File: src/shared/dpa_defines.vh
// Constants of the dual-port request arbiter: register map, fields, timing.
// Assumes a 100 MHz device clock and a byte-addressed Avalon-MM slave.
`ifndef DPA_DEFINES_VH
`define DPA_DEFINES_VH

// ----------------------------------------------------------------
// Register offsets
// ----------------------------------------------------------------
`define DPA_OFS_CTRL        4'h0
`define DPA_OFS_STAT        4'h4

// ----------------------------------------------------------------
// Control fields
// ----------------------------------------------------------------
`define DPA_CTRL_ASYNC_A    0
`define DPA_CTRL_ASYNC_B    1
`define DPA_CTRL_FREQ_SEL   2
`define DPA_CTRL_ECC_MODE   3
`define DPA_CTRL_BANK_LO    4
`define DPA_CTRL_BANK_HI    5
`define DPA_CTRL_INIT_GO    6
`define DPA_CTRL_RESET      6'h00

// ----------------------------------------------------------------
// Status fields
// ----------------------------------------------------------------
`define DPA_STAT_STRAP_A    0
`define DPA_STAT_STRAP_B    1
`define DPA_STAT_LAST_B     2
`define DPA_STAT_BUSY       3
`define DPA_STAT_PEND_A     4
`define DPA_STAT_PEND_B     5
`define DPA_STAT_INIT       6

// ----------------------------------------------------------------
// Timing
// ----------------------------------------------------------------
`define DPA_CLK_NS          10
`define DPA_TRCD_NS         20
`define DPA_TCAS_NS         40
`define DPA_TRP_NS          60
`define DPA_TRCD_CYC        ((`DPA_TRCD_NS + `DPA_CLK_NS - 1) / `DPA_CLK_NS)
`define DPA_TCAS_CYC        ((`DPA_TCAS_NS + `DPA_CLK_NS - 1) / `DPA_CLK_NS)
`define DPA_TRP_CYC         ((`DPA_TRP_NS + `DPA_CLK_NS - 1) / `DPA_CLK_NS)
`define DPA_INIT_CYC        8388608

`endif

File: src/design/dpa_port.v
// One processor port: strap latch, optional synchroniser, request decode, queue slot.
// Assumes the strap level is valid at reset release and held there.
`default_nettype none

module dpa_port (
	// Clock and reset
	input  wire       clk_i,
	input  wire       rst_i,
	input  wire       ce_i,
	// Configuration
	input  wire       async_i,
	// Port pins
	input  wire       read_req_i,
	input  wire       write_req_i,
	input  wire       port_enable_i,
	input  wire       port_control_strap_i,
	input  wire [1:0] bank_i,
	// Arbiter side
	input  wire       grant_i,
	output reg        status_mode_o,
	output reg        pend_o,
	output reg        wr_o,
	output reg  [1:0] bank_o
);

	reg        armed_q;
	reg  [5:0] sync1_q;
	reg  [5:0] sync2_q;
	reg        prev_q;
	wire [5:0] raw;
	wire [5:0] sel;
	wire       req_rd;
	wire       req_wr;
	wire       start;

	// ----------------------------------------------------------------
	// Strap latch and synchroniser
	// ----------------------------------------------------------------
	assign raw = {bank_i, port_control_strap_i, port_enable_i, write_req_i, read_req_i};
	assign sel = async_i ? sync2_q : raw;

	always @(posedge clk_i or posedge rst_i) begin
		if (rst_i) begin
			armed_q       <= 1'b0;
			status_mode_o <= 1'b0;
			sync1_q       <= 6'h00;
			sync2_q       <= 6'h00;
		end else if (ce_i) begin
			sync1_q <= raw;
			sync2_q <= sync1_q;
			if (!armed_q) begin
				armed_q       <= 1'b1;
				status_mode_o <= port_control_strap_i;
			end
		end
	end

	// ----------------------------------------------------------------
	// Decode: status lines or discrete commands
	// ----------------------------------------------------------------
	// Status: sel[3] is status line 2, sel[0] line 1, sel[1] line 0
	assign req_rd = sel[2] & (status_mode_o ? (sel[3] & ~sel[0] & sel[1])
	                                        : (sel[0] & ~sel[3]));
	assign req_wr = sel[2] & (status_mode_o ? (sel[3] & sel[0] & ~sel[1])
	                                        : (sel[1] & ~sel[3]));
	assign start  = (req_rd | req_wr) & ~prev_q;

	// ----------------------------------------------------------------
	// Queue slot
	// ----------------------------------------------------------------
	always @(posedge clk_i or posedge rst_i) begin
		if (rst_i) begin
			prev_q <= 1'b0;
			pend_o <= 1'b0;
			wr_o   <= 1'b0;
			bank_o <= 2'h0;
		end else if (ce_i) begin
			prev_q <= req_rd | req_wr;
			if (start && (!pend_o || grant_i)) begin
				pend_o <= 1'b1;
				wr_o   <= req_wr;
				bank_o <= sel[5:4];
			end else if (grant_i) begin
				pend_o <= 1'b0;
			end
		end
	end

endmodule // dpa_port

`default_nettype wire

File: src/design/dpa_arbiter.v
// Dual-port DRAM request arbiter: two port front ends, bank timing, strobes.
// Assumes refresh requests and ECC error flags come from neighbouring logic.
//
// How it works
// - Port B mode strap caught at reset release
// - Port A mode strap caught at reset release
// - Port A read/write pins: commands or status
// - Port B write pin: command or status line 0
// - Port B read pin: command or status line 1
// - Requests count only while port enable high
// - Each port configured independently
// - Each port sync or async to its processor
// - Async ports pass inputs through synchroniser
// - Decode status lines or accept discrete commands
// - Cycle timing stretched for slower clock option
// - Arbitrate ports, route data, history priority
// - Requests during busy memory are queued
// - Four banks, each its own strobe pair
// - Bank count bits map strobes to banks
// - Different-bank cycles overlap previous precharge
// - Same-bank cycle waits for full precharge
// - ECC mode drives init and scrub controls
`default_nettype none
`include "dpa_defines.vh"

module dpa_arbiter #(
	parameter INIT_CYCLES = `DPA_INIT_CYC
) (
	// Clock and reset
	input  wire        clk_i,
	input  wire        rst_i,
	input  wire        ce_i,
	// Avalon-MM slave
	input  wire [3:0]  avs_address_i,
	input  wire        avs_read_i,
	input  wire        avs_write_i,
	input  wire [31:0] avs_writedata_i,
	input  wire [3:0]  avs_byteenable_i,
	output reg  [31:0] avs_readdata_o,
	output wire        avs_waitrequest_o,
	// Port A
	input  wire        read_request_a_i,
	input  wire        write_request_a_i,
	input  wire        port_enable_a_i,
	input  wire        port_control_strap_a_i,
	// Port B
	input  wire        read_request_b_i,
	input  wire        write_request_b_i,
	input  wire        port_enable_b_i,
	input  wire        port_control_strap_b_i,
	// Bank select
	input  wire        bank_select_low_i,
	input  wire        bank_select_high_i,
	// Refresh and correction unit
	input  wire        refresh_req_i,
	input  wire        ecc_error_i,
	output reg         refresh_ack_o,
	output reg         ecc_init_o,
	output reg         ecc_scrub_o,
	output reg         ecc_writeback_o,
	// DRAM strobes and cycle info
	output reg  [3:0]  ras_n_o,
	output reg  [3:0]  cas_n_o,
	output reg         ack_a_o,
	output reg         ack_b_o,
	output reg         cyc_write_o,
	output reg         cyc_port_b_o
);

	localparam [1:0] ST_IDLE = 2'h0;
	localparam [1:0] ST_RAS  = 2'h1;
	localparam [1:0] ST_CAS  = 2'h2;
	localparam [1:0] ST_WB   = 2'h3;

	localparam [1:0] K_A    = 2'h0;
	localparam [1:0] K_B    = 2'h1;
	localparam [1:0] K_INIT = 2'h2;
	localparam [1:0] K_REF  = 2'h3;

	localparam integer RCD_I  = `DPA_TRCD_CYC;
	localparam integer CAS_I  = `DPA_TCAS_CYC;
	localparam integer RP_I   = `DPA_TRP_CYC;
	localparam integer INIT_I = INIT_CYCLES - 1;

	reg  [5:0]  ctrl_q;
	reg         bus_ack_q;
	reg  [1:0]  state_q;
	reg  [1:0]  kind_q;
	reg  [1:0]  bank_q;
	reg  [3:0]  mask_q;
	reg  [3:0]  cnt_q;
	reg         last_b_q;
	reg         ref_pend_q;
	reg         init_busy_q;
	reg  [23:0] init_cnt_q;
	reg  [1:0]  init_bank_q;

	wire        pend_a;
	wire        pend_b;
	wire        wr_a;
	wire        wr_b;
	wire [1:0]  bank_a;
	wire [1:0]  bank_b;
	wire        mode_a;
	wire        mode_b;
	wire [1:0]  bank_sel;
	wire [1:0]  bank_cnt;
	wire        ecc_mode;
	wire [3:0]  free;
	wire        bus_req;
	wire [31:0] stat_word;
	wire [3:0]  t_rcd;
	wire [3:0]  t_cas;
	wire [3:0]  t_rp;

	reg         go_a;
	reg         go_b;
	reg         go_init;
	reg         go_ref;
	reg         finish;

	// ----------------------------------------------------------------
	// Ports
	// ----------------------------------------------------------------
	assign bank_sel = {bank_select_high_i, bank_select_low_i};

	dpa_port u_port_a (
		.clk_i                (clk_i),
		.rst_i                (rst_i),
		.ce_i                 (ce_i),
		.async_i              (ctrl_q[`DPA_CTRL_ASYNC_A]),
		.read_req_i           (read_request_a_i),
		.write_req_i          (write_request_a_i),
		.port_enable_i        (port_enable_a_i),
		.port_control_strap_i (port_control_strap_a_i),
		.bank_i               (bank_sel),
		.grant_i              (go_a),
		.status_mode_o        (mode_a),
		.pend_o               (pend_a),
		.wr_o                 (wr_a),
		.bank_o               (bank_a)
	);

	dpa_port u_port_b (
		.clk_i                (clk_i),
		.rst_i                (rst_i),
		.ce_i                 (ce_i),
		.async_i              (ctrl_q[`DPA_CTRL_ASYNC_B]),
		.read_req_i           (read_request_b_i),
		.write_req_i          (write_request_b_i),
		.port_enable_i        (port_enable_b_i),
		.port_control_strap_i (port_control_strap_b_i),
		.bank_i               (bank_sel),
		.grant_i              (go_b),
		.status_mode_o        (mode_b),
		.pend_o               (pend_b),
		.wr_o                 (wr_b),
		.bank_o               (bank_b)
	);

	// ----------------------------------------------------------------
	// Register bus
	// ----------------------------------------------------------------
	assign bus_req           = avs_read_i | avs_write_i;
	assign avs_waitrequest_o = bus_req & ~(bus_ack_q & ce_i);
	assign stat_word = {25'h0000000, init_busy_q, pend_b, pend_a,
	                    (state_q != ST_IDLE), last_b_q, mode_b, mode_a};

	always @(posedge clk_i or posedge rst_i) begin
		if (rst_i) begin
			bus_ack_q      <= 1'b0;
			avs_readdata_o <= 32'h00000000;
			ctrl_q         <= `DPA_CTRL_RESET;
		end else if (ce_i) begin
			bus_ack_q <= bus_req & ~bus_ack_q;
			if (bus_req && !bus_ack_q) begin
				case (avs_address_i)
					`DPA_OFS_CTRL: avs_readdata_o <= {26'h0000000, ctrl_q};
					`DPA_OFS_STAT: avs_readdata_o <= stat_word;
					default:       avs_readdata_o <= 32'h00000000;
				endcase
			end
			if (avs_write_i && bus_ack_q && avs_byteenable_i[0] &&
			    avs_address_i == `DPA_OFS_CTRL) begin
				ctrl_q <= avs_writedata_i[5:0];
			end
		end
	end

	assign bank_cnt = {ctrl_q[`DPA_CTRL_BANK_HI], ctrl_q[`DPA_CTRL_BANK_LO]};
	assign ecc_mode = ctrl_q[`DPA_CTRL_ECC_MODE];

	// ----------------------------------------------------------------
	// Timing, doubled for the slow clock option
	// ----------------------------------------------------------------
	assign t_rcd = ctrl_q[`DPA_CTRL_FREQ_SEL] ? RCD_I[2:0] << 1 : RCD_I[3:0];
	assign t_cas = ctrl_q[`DPA_CTRL_FREQ_SEL] ? CAS_I[2:0] << 1 : CAS_I[3:0];
	assign t_rp  = ctrl_q[`DPA_CTRL_FREQ_SEL] ? RP_I[2:0] << 1 : RP_I[3:0];

	// Strobe pairs allotted to a bank by the bank count bits
	function [3:0] strobe_mask;
		input [1:0] cnt;
		input [1:0] bank;
		begin
			case (cnt)
				2'h0:    strobe_mask = (bank == 2'h0) ? 4'hf : 4'h0;
				2'h1:    strobe_mask = (bank == 2'h0) ? 4'h3 :
				                       (bank == 2'h1) ? 4'hc : 4'h0;
				2'h2:    strobe_mask = (bank == 2'h3) ? 4'h0 : (4'h1 << bank);
				default: strobe_mask = 4'h1 << bank;
			endcase
		end
	endfunction

	// ----------------------------------------------------------------
	// Bank precharge timers
	// ----------------------------------------------------------------
	genvar g;
	generate
		for (g = 0; g < 4; g = g + 1) begin : g_bank
			reg  [3:0]  pc_q;
			reg  [3:0]  pc_d;
			assign free[g] = (pc_q == 4'h0) && !(state_q != ST_IDLE && bank_q == g);
			always @* begin
				pc_d = (pc_q != 4'h0) ? pc_q - 4'h1 : 4'h0;
				if (finish && (kind_q == K_REF || bank_q == g)) begin
					pc_d = t_rp;
				end
			end
			always @(posedge clk_i or posedge rst_i) begin
				if (rst_i) begin
					pc_q <= 4'h0;
				end else if (ce_i) begin
					pc_q <= pc_d;
				end
			end
		end
	endgenerate

	// ----------------------------------------------------------------
	// Arbitration
	// ----------------------------------------------------------------
	always @* begin
		go_a    = 1'b0;
		go_b    = 1'b0;
		go_init = 1'b0;
		go_ref  = 1'b0;
		finish  = 1'b0;
		if (ce_i && (state_q == ST_CAS || state_q == ST_WB) && cnt_q == 4'h1) begin
			finish = !(state_q == ST_CAS && kind_q == K_REF && ecc_mode && ecc_error_i);
		end
		if (ce_i && state_q == ST_IDLE) begin
			if (ref_pend_q) begin
				go_ref = (free == 4'hf);
			end else if (init_busy_q) begin
				go_init = free[init_bank_q];
			end else begin
				if (pend_a && free[bank_a] && pend_b && free[bank_b]) begin
					go_a = last_b_q;
					go_b = !last_b_q;
				end else begin
					go_a = pend_a && free[bank_a];
					go_b = pend_b && free[bank_b];
				end
			end
		end
	end

	// ----------------------------------------------------------------
	// RAM cycle sequencer
	// ----------------------------------------------------------------
	always @(posedge clk_i or posedge rst_i) begin
		if (rst_i) begin
			state_q         <= ST_IDLE;
			kind_q          <= K_A;
			bank_q          <= 2'h0;
			mask_q          <= 4'h0;
			cnt_q           <= 4'h0;
			last_b_q        <= 1'b0;
			ras_n_o         <= 4'hf;
			cas_n_o         <= 4'hf;
			ack_a_o         <= 1'b0;
			ack_b_o         <= 1'b0;
			refresh_ack_o   <= 1'b0;
			cyc_write_o     <= 1'b0;
			cyc_port_b_o    <= 1'b0;
			ecc_scrub_o     <= 1'b0;
			ecc_writeback_o <= 1'b0;
		end else if (ce_i) begin
			ack_a_o       <= 1'b0;
			ack_b_o       <= 1'b0;
			refresh_ack_o <= 1'b0;
			case (state_q)
				ST_IDLE: begin
					if (go_a || go_b || go_init || go_ref) begin
						state_q <= ST_RAS;
						cnt_q   <= t_rcd;
						if (go_ref) begin
							kind_q      <= K_REF;
							mask_q      <= 4'hf;
							ras_n_o     <= 4'h0;
							ecc_scrub_o <= ecc_mode;
						end else if (go_init) begin
							kind_q      <= K_INIT;
							bank_q      <= init_bank_q;
							mask_q      <= strobe_mask(bank_cnt, init_bank_q);
							ras_n_o     <= ~strobe_mask(bank_cnt, init_bank_q);
							cyc_write_o <= 1'b1;
						end else begin
							kind_q       <= go_b ? K_B : K_A;
							bank_q       <= go_b ? bank_b : bank_a;
							mask_q       <= strobe_mask(bank_cnt, go_b ? bank_b : bank_a);
							ras_n_o      <= ~strobe_mask(bank_cnt, go_b ? bank_b : bank_a);
							cyc_write_o  <= go_b ? wr_b : wr_a;
							cyc_port_b_o <= go_b;
							last_b_q     <= go_b;
						end
					end
				end
				ST_RAS: begin
					if (cnt_q == 4'h1) begin
						state_q <= ST_CAS;
						cnt_q   <= t_cas;
						if (kind_q != K_REF || ecc_mode) begin
							cas_n_o <= ~mask_q;
						end
					end else begin
						cnt_q <= cnt_q - 4'h1;
					end
				end
				ST_CAS, ST_WB: begin
					if (cnt_q != 4'h1) begin
						cnt_q <= cnt_q - 4'h1;
					end else if (!finish) begin
						state_q         <= ST_WB;
						cnt_q           <= t_cas;
						ecc_writeback_o <= 1'b1;
					end else begin
						state_q         <= ST_IDLE;
						ras_n_o         <= 4'hf;
						cas_n_o         <= 4'hf;
						ecc_scrub_o     <= 1'b0;
						ecc_writeback_o <= 1'b0;
						cyc_write_o     <= 1'b0;
						ack_a_o         <= (kind_q == K_A);
						ack_b_o         <= (kind_q == K_B);
						refresh_ack_o   <= (kind_q == K_REF);
					end
				end
				default: begin
					state_q <= ST_IDLE;
				end
			endcase
		end
	end

	// ----------------------------------------------------------------
	// Refresh request latch and ECC memory initialisation
	// ----------------------------------------------------------------
	always @(posedge clk_i or posedge rst_i) begin
		if (rst_i) begin
			ref_pend_q  <= 1'b0;
			init_busy_q <= 1'b0;
			init_cnt_q  <= 24'h000000;
			init_bank_q <= 2'h0;
			ecc_init_o  <= 1'b0;
		end else if (ce_i) begin
			if (refresh_req_i) begin
				ref_pend_q <= 1'b1;
			end else if (go_ref) begin
				ref_pend_q <= 1'b0;
			end
			if (go_init) begin
				init_bank_q <= init_bank_q + 2'h1;
			end
			if (!init_busy_q && ecc_mode && bus_ack_q && avs_write_i &&
			    avs_byteenable_i[0] && avs_address_i == `DPA_OFS_CTRL &&
			    avs_writedata_i[`DPA_CTRL_INIT_GO]) begin
				init_busy_q <= 1'b1;
				ecc_init_o  <= 1'b1;
				init_cnt_q  <= INIT_I[23:0];
			end else if (init_busy_q) begin
				if (init_cnt_q == 24'h000000) begin
					init_busy_q <= 1'b0;
					ecc_init_o  <= 1'b0;
				end else begin
					init_cnt_q <= init_cnt_q - 24'h000001;
				end
			end
		end
	end

endmodule // dpa_arbiter

`default_nettype wire

File: config.mk
export PLATFORM = sky130hd
export DESIGN_NAME = dpa_arbiter
export DESIGN_NICKNAME = d
export VERILOG_FILES = /design/src/design/dpa_port.v /design/src/design/dpa_arbiter.v
export VERILOG_INCLUDE_DIRS = /design/src /design/src/shared
export SDC_FILE = /design/constraint.sdc
export NUM_CORES = 1
export LEC_CHECK = 0
export ABC_AREA = 0
export BUFFER_PORTS_ARGS = -buffer_cell sky130_fd_sc_hd__buf_2
export CORE_UTILIZATION = 45
export CTS_CLUSTER_DIAMETER = 100
export DETAILED_ROUTE_END_ITERATION = 10
export PLACE_DENSITY = 0.7
export SLEW_MARGIN = 20
export SYNTH_ARGS = -nofsm -noshare
export SYNTH_HDL_FRONTEND = slang
export SYNTH_SLANG_ARGS = --single-unit
File: constraint.sdc
create_clock -name clk_i -period 5.9 [get_ports clk_i]
set_input_delay 0.59 -clock clk_i [delete_from_list [all_inputs] [get_ports clk_i]]
set_output_delay 0.59 -clock clk_i [all_outputs]
set_load 0.02 [all_outputs]
==> results of run 1 <==
==> flip-flops by register name, summed over array words and instances, names as in the netlist, 4 cells and up <==
| name | count |
|---|---|
| cas_n_o | 4 |
| u_port_a.sync1_q | 4 |
| u_port_b.sync2_q | 6 |
| ctrl_q | 6 |
| init_cnt_q | 24 |
| avs_readdata_o | 7 |
| mask_q | 4 |
| g_bank.pc_q | 16 |
| ras_n_o | 4 |
| u_port_b.sync1_q | 6 |
| cnt_q | 4 |
| u_port_a.sync2_q | 4 |
==> cell type report <==
cell class	count	area [sq um]	area share, %
sequential	121	3040	40.5
inverter	21	81.3	1.08
timing repair buffer	57	298	3.97
multi-input combinational	474	3280	43.7
clock buffer	19	443	5.90
clock inverter	13	144	1.92
tap	180	225	3.00
==> worst max path at each step <==
stage / start / to / slack [ns]
2_1_floorplan: rst_i / ack_a_o$_DFFE_PP0P_ / 2.11
3_3_place_gp: avs_address_i[1] / init_cnt_q[19]$_DFFE_PP0P_ / 1.99
3_5_place_dp: avs_address_i[1] / init_cnt_q[19]$_DFFE_PP0P_ / 1.96
4_1_cts: avs_address_i[1] / init_cnt_q[19]$_DFFE_PP0P_ / 2.37
5_1_grt: avs_address_i[1] / init_cnt_q[19]$_DFFE_PP0P_ / 2.14
6_report: avs_address_i[1] / init_cnt_q[19]$_DFFE_PP0P_ / 2.35
==> critical path: stages <==
cell       delay (ns)
buf_2            0.12
nor4_4           0.48
and4_1           0.58
nand4b_2         0.72
a2111oi_4        0.68
nand2_2          0.12
o21a_1           0.20
or3_1            0.35
==> per-layer routing <==
metal  GRT usage (%)  up-vias
li1                -     2414
met1            27.3     2495
met2            33.2      159
met3            7.20       21
met4            6.85        0
met5               0        -
==> per-stage QoR <==
stage          util [%]  area (sq um)  std cells  setup slack [ns]  hold WS (ns)
2_1_floorplan         -          6720        669              2.11         0.393
3_3_place_gp       49.1          6920        853              1.99         0.421
3_5_place_dp       49.1          6920        853              1.96         0.425
4_1_cts            53.3          7510        885              2.37         0.273
5_1_grt            53.3          7510        885              2.14         0.317
6_report           53.3          7510        885              2.35         0.268
==> power breakdown <==
part           switching [mW]  internal, mW
sequential              0.158         0.990
combinational           0.434         0.303
clock                   0.388         0.635
==> Yosys cell counts, types with 5 or more instances <==
library cell	n	area (sq um)
dfstp_2	8	210
nor3_1	19	95.1
nand4_1	6	37.5
nand3_1	18	90.1
and2_1	6	37.5
xnor2_1	6	52.6
buf_4	25	188
clkbuf_1	21	78.8
o21a_1	5	37.5
inv_1	21	78.8
o211ai_1	5	37.5
a31oi_1	8	50.1
nor2_1	40	150
mux2i_1	12	120
xor2_1	11	96.3
o21ai_0	45	225
a22o_1	11	96.3
or3_2	9	67.6
nand2_1	50	188
dfrtp_1	113	2830
or3_1	6	37.5
mux2_2	49	552
nand4b_1	5	43.8
a21o_1	5	37.5
and3_1	5	31.3
ha_1	10	125
a22oi_1	8	60.1
a21oi_1	32	160
a32o_1	5	50.1
==> kinds of logic after synthesis <==
| logic type | count (synthesis) | share of synthesized area [%] |
|---|---|---|
| AOI/OAI and AO/OA | 155 | 16.1 |
| xor gates and xnor gates | 17 | 2.25 |
| adders and majority gates | 10 | 1.89 |
| buffers and inverters | 74 | 6.01 |
| DFF | 121 | 45.9 |
| muxes | 64 | 11.2 |
| other | 1 | 0.0566 |
| and+or+nand+nor | 203 | 16.7 |
==> run metrics, run 1 <==
status finished, final reports clean; Static Leak 3.47 nW; GRT Util Overall 21.2%; Power Dens Cells 387 nW/um^2; FILL cells 1254; fraction of registers with async set/reset 100%; CTS buffer count 17; synthesized instance count between 600 and 700; largest net degree at the start of global routing 71; worst min-delay path category input port to asynchronous set/reset pin; CTS root buf clkbuf_16; R2R setup slack around 2.7 ns; Netlist Area Pre-Place 6630 sq um; Seq/Total Area, Yosys 45.9%; Crit. End Element register; area delta synth->final 13.3%; fmax 282 MHz; H-tree levels 4; final hold violation count 0; Max Slew Vio Count 0; GRT overflow 0; type of origin of the critical path input port; Post-CTS Setup Inserts 0; ANT nets after route 0; core area 14100 sq um; clock-pin slew on the worst setup and hold paths 0.05 ns; drt total wl 14700 microns; Synth cell types between 70 and 80; ANT cells 0; Crit Path Category input port to register; Total Power 2.91 mW; Rows 43; CTS tree yes; Post-synth EDFFs 0; clock latency on the worst-skew pair 0.42 ns; GPL Wtd Cong ~0.9; wire length on met2 just under 7000 microns; RR Endpoint init_cnt_q[19]$_DFFE_PP0P_; RSZ-0062 raised after global routing no; Avg Vias per Cell 5.75; post-DP HPWL 10100 microns; Num Clock Sinks 121; synthesized flop and latch total 121; num ports 106; first-pass iteration count of the detailed router 5; WL/cell ~17 microns; Tmin final 3.55 ns; Met3 Wirelength 936 microns; Worst-Margin Slew 0.875 ns; die height 123 microns; share of cells above drive strength 1 25.5%; cts-stage hold buffer count 0; residual DRC count 0; vias in the first global route 5032; antenna violations before repair 0; Die ar. 15200 sq um; fin crit share 60.1%; total of max-cap violations 0; Worst slew margin between 40% and 50%; commonest non-fill, non-tap cell in the layout dfrtp_1; CTS Buffer Depth 2; R2R Path Start bus_ack_q$_DFFE_PP0P_; Ys Warns 0; Nets 759; M1 WL 6670 microns; Setup TNS 0 ns; highest routing layer actually used met4; most frequent cells in the layout dfrtp_1 (113), buf_2 (52), nand2_1 (50); Layout Skew between 0.01 and 0.015 ns; Initial Util between 40 and 50%; number of port buffers 52; post-cts sizing count 0; Avg Inst Size Synth 10.3 sq um; first-pass GRT wire length 24600 microns; 1st-iter DRT viols approximately 350; Crit Path Max Fanout 29; Die X 123 microns; worst path arrival time 3.84 ns; cell depth of the worst flop-to-flop path 7; CP required 6.19 ns; peak supply drop 0.227 mV; top_reg_cell synth dfrtp_1; DR vias 5089; final setup vio count 0
Power figures use the tool's default switching activity.
==> inputs of run 2 (changes only) <==
--- a/config.mk
+++ b/config.mk
@@ -6,7 +6,7 @@
 export SDC_FILE = /design/constraint.sdc
 export NUM_CORES = 1
 export LEC_CHECK = 0
-export ABC_AREA = 0
+export ABC_AREA = 1
 export BUFFER_PORTS_ARGS = -buffer_cell sky130_fd_sc_hd__buf_2
 export CORE_UTILIZATION = 45
 export CTS_CLUSTER_DIAMETER = 100
==> constraint.sdc (replaced) <==
create_clock -name clk_i -period 3.6 [get_ports clk_i]
set_input_delay 0.36 -clock clk_i [delete_from_list [all_inputs] [get_ports clk_i]]
set_output_delay 0.36 -clock clk_i [all_outputs]
set_load 0.02 [all_outputs]
==> run metrics, run 2 <==
Static Leak 3.90 nW (was 3.47 nW); most frequent cells after synthesis nand2_1 (193), dfrtp_1 (113), inv_1 (93), o21ai_0 (79), nor2_1 (64) (was dfrtp_1 (113), nand2_1 (50), mux2_2 (49), o21ai_0 (45), nor2_1 (40)); Setup TNS 0 ns (unchanged); num ports 106 (unchanged); clock latency on the worst-skew pair 0.42 ns (about the same); peak supply drop 0.360 mV (was 0.227 mV); Final Core Density 52.7% (was 53.3%); Synth area leader dfrtp_1 (unchanged); Crit. End Element register (unchanged); Crit Path Max Fanout 11 (was 29); post-synth top area share 42.2% (was 42.7%); worst min-delay path category input port to asynchronous set/reset pin (unchanged); post-cts sizing count 0 (unchanged); synthesized flop and latch total 121 (unchanged); Most flops, register init_cnt_q (unchanged); Synth area leaders dfrtp_1 (42%), nand2_1 (11%), o21ai_0 (5.9%), inv_1 (5.2%), nand3_1 (3.8%) (was dfrtp_1 (43%), mux2_2 (8.3%), o21ai_0 (3.4%), dfstp_2 (3.2%), buf_4 (2.8%)); Die X 124 microns (was 123 microns); CTS buffer count 17 (unchanged); final hold violation count 0 (unchanged); GR Util met1 28.9% (was 27.3%); post-DP HPWL 10600 microns (was 10100 microns); H-tree levels 4 (unchanged); largest net degree at the start of global routing 64 (was 71); Num Clock Sinks 121 (unchanged); fin crit share roughly 70%; Avg Inst Size Synth 7.91 sq um (was 10.3 sq um); GPL Wtd Cong 0.863 (was 0.900); Avg Vias per Cell 5.07 (was 5.75); Rows 44 (was 43); Ys Warns 0 (unchanged); busiest layer in global routing met2 (unchanged); R2R Path Start g_bank[3].pc_q[0]$_DFFE_PP0P_ (was bus_ack_q$_DFFE_PP0P_); Initial Util 46.1% (was 47.0%); commonest non-fill, non-tap cell in the layout nand2_1 (was dfrtp_1); Worst slew margin 49.9% (was 41.7%); met2 Usage GRT 32.9% (was 33.2%); 1st-iter DRT viols 434 (was 345); Synth cell types 48 (was 74); type of origin of the critical path register (was input port); worst path arrival time 2.84 ns (was 3.84 ns); top_reg_cell synth dfrtp_1 (unchanged); R2R setup slack 1.11 ns (was 2.67 ns); CP required 3.95 ns (was 6.19 ns); Netlist Area Pre-Place 6710 sq um (was 6630 sq um); GRT overflow 0 (unchanged); fmax 401 MHz; Max Slew Vio Count 0 (unchanged); Die ar. 15400 sq um (was 15200 sq um); status finished, final reports clean (unchanged); synthesized instance count 848 (was 645); share of cells above drive strength 1 17.3% (was 25.5%); most frequent cells in the layout nand2_1 (193), dfrtp_1 (113), inv_1 (92) (was dfrtp_1 (113), buf_2 (52), nand2_1 (50)); CTS Buffer Depth 2 (unchanged); final setup vio count 0 (unchanged); WL/cell 13.6 microns (was 16.6 microns); Seq/Total Area, Yosys 45.3% (was 45.9%); most numerous cell in the Yosys netlist nand2_1 (was dfrtp_1); GRT Util Overall 21.2% (about the same); area delta synth->final 14.1% (was 13.3%); Worst-Margin Slew 0.751 ns (was 0.875 ns); DR vias 5595 (was 5089); first-pass GRT wire length 24900 microns (was 24600 microns); cell depth of the worst flop-to-flop path 13 (was 7); met3 GRT Util 4.76% (was 7.20%); max reg flops 24 (unchanged); vias in the first global route 5225 (was 5032); number of port buffers 52 (unchanged); top flop regs init_cnt_q (24), g_bank.pc_q (16), avs_readdata_o (7) (unchanged); residual DRC count 0 (unchanged); RR Endpoint cnt_q[1]$_DFFE_PP0P_ (was init_cnt_q[19]$_DFFE_PP0P_); ANT nets after route 0 (unchanged); drt total wl 15000 microns (was 14700 microns); RSZ-0062 raised after global routing no (unchanged); ANT cells 0 (unchanged); Crit Path Category register to register (was input port to register); FILL cells 1390 (was 1254); CTS tree yes (unchanged); Post-synth EDFFs 0 (unchanged); Layout Skew 0.00887 ns (was 0.0110 ns); die height 124 microns (was 123 microns); clock-pin slew on the worst setup and hold paths 0.05 ns (about the same); core area 14500 sq um (was 14100 sq um); Tmin final 2.49 ns; total of max-cap violations 0 (unchanged); Nets 973 (was 759); antenna violations before repair 0 (unchanged); fraction of registers with async set/reset 100% (unchanged); CTS root buf clkbuf_16 (unchanged); cts-stage hold buffer count 0 (unchanged); Power Dens Cells 666 nW/um^2 (was 387 nW/um^2); Post-CTS Setup Inserts 0 (unchanged); first-pass iteration count of the detailed router 5 (unchanged); Total Power 5.10 mW (was 2.91 mW)
-- run 2: cell types whose count changed after synthesis, moves of 11 or more --
cell / delta
o21ai_0: +34
a22o_1: -11
mux2i_1: -12
nor2_1: +24
mux2_2: -49
inv_2: +20
inv_1: +72
nand3_1: +33
nand2_1: +143
-- run 2: worst max path at each step --
stage	depth (start not counted)	from	slack [ns]	endpoint
finish	13	g_bank[3].pc_q[0]$_DFFE_PP0P_	1.11	cnt_q[1]$_DFFE_PP0P_
global route	13	g_bank[3].pc_q[1]$_DFFE_PP0P_	0.85	cnt_q[0]$_DFFE_PP0P_
CTS	13	g_bank[3].pc_q[0]$_DFFE_PP0P_	1.15	cnt_q[1]$_DFFE_PP0P_
detailed placement	13	avs_address_i[1]	1.09	init_cnt_q[22]$_DFFE_PP0P_
global placement	13	avs_address_i[1]	1.12	init_cnt_q[22]$_DFFE_PP0P_
floorplan	1	rst_i	0.04	ack_a_o$_DFFE_PP0P_
-- run 2: final cells by class --
class | count | area, sq um | share of cell area [%]
clock buffers | 23 | 488 | 6.38
clock inverters | 9 | 95.1 | 1.24
inverters | 118 | 445 | 5.82
multi-input cells | 591 | 3050 | 39.8
flip-flops and latches | 121 | 3040 | 39.7
well taps | 184 | 230 | 3.01
repair buffers | 57 | 310 | 4.05
-- run 2: through the flow --
step                cells  hold WS [ns]  area, sq um  setup WS [ns]
floorplan             872         0.393         6800         0.0391
global placement     1071         0.415         7070           1.12
detailed placement   1071         0.424         7070           1.09
CTS                  1103        0.0942         7650           1.15
global route         1103         0.148         7650          0.850
finish               1103        0.0664         7650           1.11
-- run 2: kinds of logic after synthesis --
kind of cell	share of synthesized area, %
AO/OA/AOI/OAI	14.2
AND/OR/NAND/NOR	27.1
adder cells (fa/ha/maj)	1.87
flip-flops	45.3
other	0.0559
buffers and inverters	10.6
XOR/XNOR	0.784
-- run 2: critical path, cell delays in order, from the launching register on --
cell and delay [ns]:
dfrtp_1 0.38, inv_2 0.09, nand2_1 0.08, nor2_1 0.31
nand2_1 0.17, o211ai_1 0.19, nand3_1 0.37, nand2_2 0.26
nor2_8 0.07, nand2_4 0.09, nand3_2 0.12, inv_2 0.13
o211ai_1 0.09, o21ai_1 0.08
-- run 2: per-layer routing --
metal  vias up  share of wire, %
met2       110                46
met4         0               1.4
met1      2623                48
met5         -                 0
met3        18               4.0
li1       2844                 -
-- run 2: where the power goes --
group / total [mW] / leakage (nW) / switching, mW / internal (mW)
clock: 1.69 / 0.296 / 0.605 / 1.08
sequential: 1.92 / 1.47 / 0.239 / 1.68
combinational: 1.49 / 2.14 / 0.993 / 0.500
==> inputs of run 3 (changes only) <==
--- a/config.mk
+++ b/config.mk
@@ -6,12 +6,12 @@
 export SDC_FILE = /design/constraint.sdc
 export NUM_CORES = 1
 export LEC_CHECK = 0
-export ABC_AREA = 1
+export ABC_AREA = 0
 export BUFFER_PORTS_ARGS = -buffer_cell sky130_fd_sc_hd__buf_2
 export CORE_UTILIZATION = 45
 export CTS_CLUSTER_DIAMETER = 100
 export DETAILED_ROUTE_END_ITERATION = 10
-export PLACE_DENSITY = 0.7
+export PLACE_DENSITY = 0.72
 export SLEW_MARGIN = 20
 export SYNTH_ARGS = -nofsm -noshare
 export SYNTH_HDL_FRONTEND = slang
==> constraint.sdc (replaced) <==
create_clock -name clk_i -period 2.12 [get_ports clk_i]
set_input_delay 0.212 -clock clk_i [delete_from_list [all_inputs] [get_ports clk_i]]
set_output_delay 0.212 -clock clk_i [all_outputs]
set_load 0.02 [all_outputs]
==> run metrics, run 3 (synthesis gave the netlist of run 1 again) <==
die height 123 microns (was 124 microns); max incr delay on CP 0.56 ns (was 0.38 ns); failing checks negative setup slack; GRT Util Overall 26.9% (was 21.2%); area delta synth->final 44.4% (was 14.1%); RSZ-0062 raised after global routing yes (was no); post-DP HPWL 12900 microns (was 10600 microns); status finished, violations left (was finished, final reports clean); Final Core Density 67.9% (was 52.7%); type of origin of the critical path register (unchanged); Die X 123 microns (was 124 microns); first-pass GRT wire length 31300 microns (was 24900 microns); worst min-delay path category input port to register (was input port to asynchronous set/reset pin); fin worst setup slack -0.575 ns (was 1.11 ns); dpl cells 980 (was 1071); final setup vio count 57 (was 0); antenna violations before repair 0 (unchanged); peak supply drop 0.690 mV (was 0.360 mV); share of cells above drive strength 1 48.3% (was 17.3%); GPL Wtd Cong 0.852 (was 0.863); num ports 106 (unchanged); max reg flops 24 (unchanged); most frequent cells in the layout buf_4 (140), dfrtp_1 (111), buf_2 (52) (was nand2_1 (193), dfrtp_1 (113), inv_1 (92)); largest net degree at the start of global routing 58 (was 64); Total Power 9.79 mW (was 5.10 mW); crit-path cells or4_4 -> a21o_1 -> mux4_2 -> o2111ai_4 -> buf_6 -> nor3_2 -> o32a_1 -> o21a_1 (was inv_2 -> nand2_1 -> nor2_1 -> nand2_1 -> o211ai_1 -> nand3_1 -> nand2_2 -> nor2_8 -> nand2_4 -> nand3_2 -> inv_2 -> o211ai_1 -> o21ai_1); Rows 43 (was 44); WL/cell 18.4 microns (was 13.6 microns); CTS tree yes (unchanged); Layout Skew 0.0114 ns (was 0.00887 ns); DR vias 6068 (was 5595); GRT overflow 0 (unchanged); ANT cells 0 (unchanged); Crit Path Category register to register (unchanged); Crit. End Element register (unchanged); CP required 2.43 ns (was 3.95 ns); drt total wl 19500 microns (was 15000 microns); Die ar. 15200 sq um (was 15400 sq um); CP Buf/Inv Count 1 (was 2); Max Slew Vio Count 0 (unchanged); first-pass iteration count of the detailed router 8 (was 5); worst path arrival time 3.00 ns (was 2.84 ns); Avg Vias per Cell 5.74 (was 5.07); Static Leak 4.52 nW (was 3.90 nW); 1st-iter DRT viols 462 (was 434); commonest non-fill, non-tap cell in the layout buf_4 (was nand2_1); total of max-cap violations 0 (unchanged); CTS buffer count 17 (unchanged); slowest CP cell or4_4 (was dfrtp_1); Worst-Margin Slew 0.631 ns (was 0.751 ns); H-tree levels 4 (unchanged); Most flops, register init_cnt_q (unchanged); Top Family by Delay on Critical Path compound AO/OA/AOI/OAI gates (was simple AND/OR/NAND/NOR gates); Initial Util 47.0% (was 46.1%); number of port buffers 52 (unchanged); fin crit share 127% (was 69.2%); Power Dens Cells 1020 nW/um^2 (was 666 nW/um^2); Num Clock Sinks 121 (unchanged); Worst slew margin 57.9% (was 49.9%); ANT nets after route 0 (unchanged); clock latency on the worst-skew pair 0.42 ns (about the same); fmax 371 MHz (was 401 MHz); core area 14100 sq um (was 14500 sq um); Crit Path Max Fanout 5 (was 11); CTS Buffer Depth 2 (unchanged); final cell count without fillers 1057 (was 1103); final hold violation count 0 (unchanged); Tmin final 2.70 ns (was 2.49 ns); vias in the first global route 6282 (was 5225); R2R setup slack -0.58 ns (was 1.11 ns); residual DRC count 0 (unchanged); Nets 931 (was 973); clock-pin slew on the worst setup and hold paths 0.06 ns (was 0.05 ns); top flop regs init_cnt_q (24), g_bank.pc_q (16), avs_readdata_o (7) (unchanged); CTS root buf clkbuf_16 (unchanged)
==> run 3: cell type report <==
type                            count  area, sq um
Timing Repair Buffer              229         1740
Tap cell                          180          225
Clock buffer                       21          450
Clock inverter                     11          171
Fill cell                        1002         4530
Sequential cell                   121         3040
Inverter                           21         82.6
Multi-Input combinational cell    474         3850
==> run 3: final timing paths <==
kind | cells past startpoint | from | to
worst max-delay path | 8 | g_bank[0].pc_q[3]$_DFFE_PP0P_ | mask_q[0]$_DFFE_PP0P_
worst min-delay path | 2 | avs_writedata_i[2] | ctrl_q[2]$_DFFE_PP0P_
min in group asynchronous | 3 | rst_i | bus_ack_q$_DFFE_PP0P_
worst max register to register | 8 | g_bank[0].pc_q[3]$_DFFE_PP0P_ | mask_q[0]$_DFFE_PP0P_
worst min register to register | 1 | mask_q[2]$_DFFE_PP0P_ | cas_n_o[2]$_DFFE_PP1P_
max in group asynchronous | 4 | rst_i | ras_n_o[0]$_DFFE_PP1P_
==> run 3: metal layers <==
metal	wire length (microns)	track usage (%)
met4	429	10.0
met2	10100	47.1
met1	7830	32.2
met3	1080	5.90
met5	0	0
==> run 3: what timing repair did <==
action	in CTS	in global routing
hold buffers	1	0
pin swaps	49	49
gates resized for setup	73	53
setup buffers	29	19
hold endpoints to repair	13	0
setup endpoints to repair	66	70
==> run 3: worst reg2reg max path, stage by stage (launching register included) <==
cell	delay (ns)
dfrtp_1	0.39
or4_4	0.56
a21o_1	0.20
mux4_2	0.53
o2111ai_4	0.28
buf_6	0.17
nor3_2	0.04
o32a_1	0.31
o21a_1	0.11
==> run 3: through the flow <==
| stage | area, sq um | hold slack, ns | setup TNS, ns | worst slack (ns) |
|---|---|---|---|---|
| 3_5_place_dp | 8040 | 0.226 | -17.60 | -0.526 |
| 2_1_floorplan | 6890 | 0.358 | -9.72 | -0.429 |
| 3_3_place_gp | 8040 | 0.213 | -14.88 | -0.487 |
| 4_1_cts | 9220 | 0.0117 | -13.89 | -0.483 |
| 6_report | 9560 | 0.0201 | -17.42 | -0.575 |
| 5_1_grt | 9560 | 0.0161 | -20.99 | -0.632 |
==> run 3: report_power, final <==
part | internal (mW) | switching, mW
Combinational | 1.75 | 1.82
Sequential | 2.76 | 0.384
Clock | 2.00 | 1.07
Total | 6.51 | 3.28
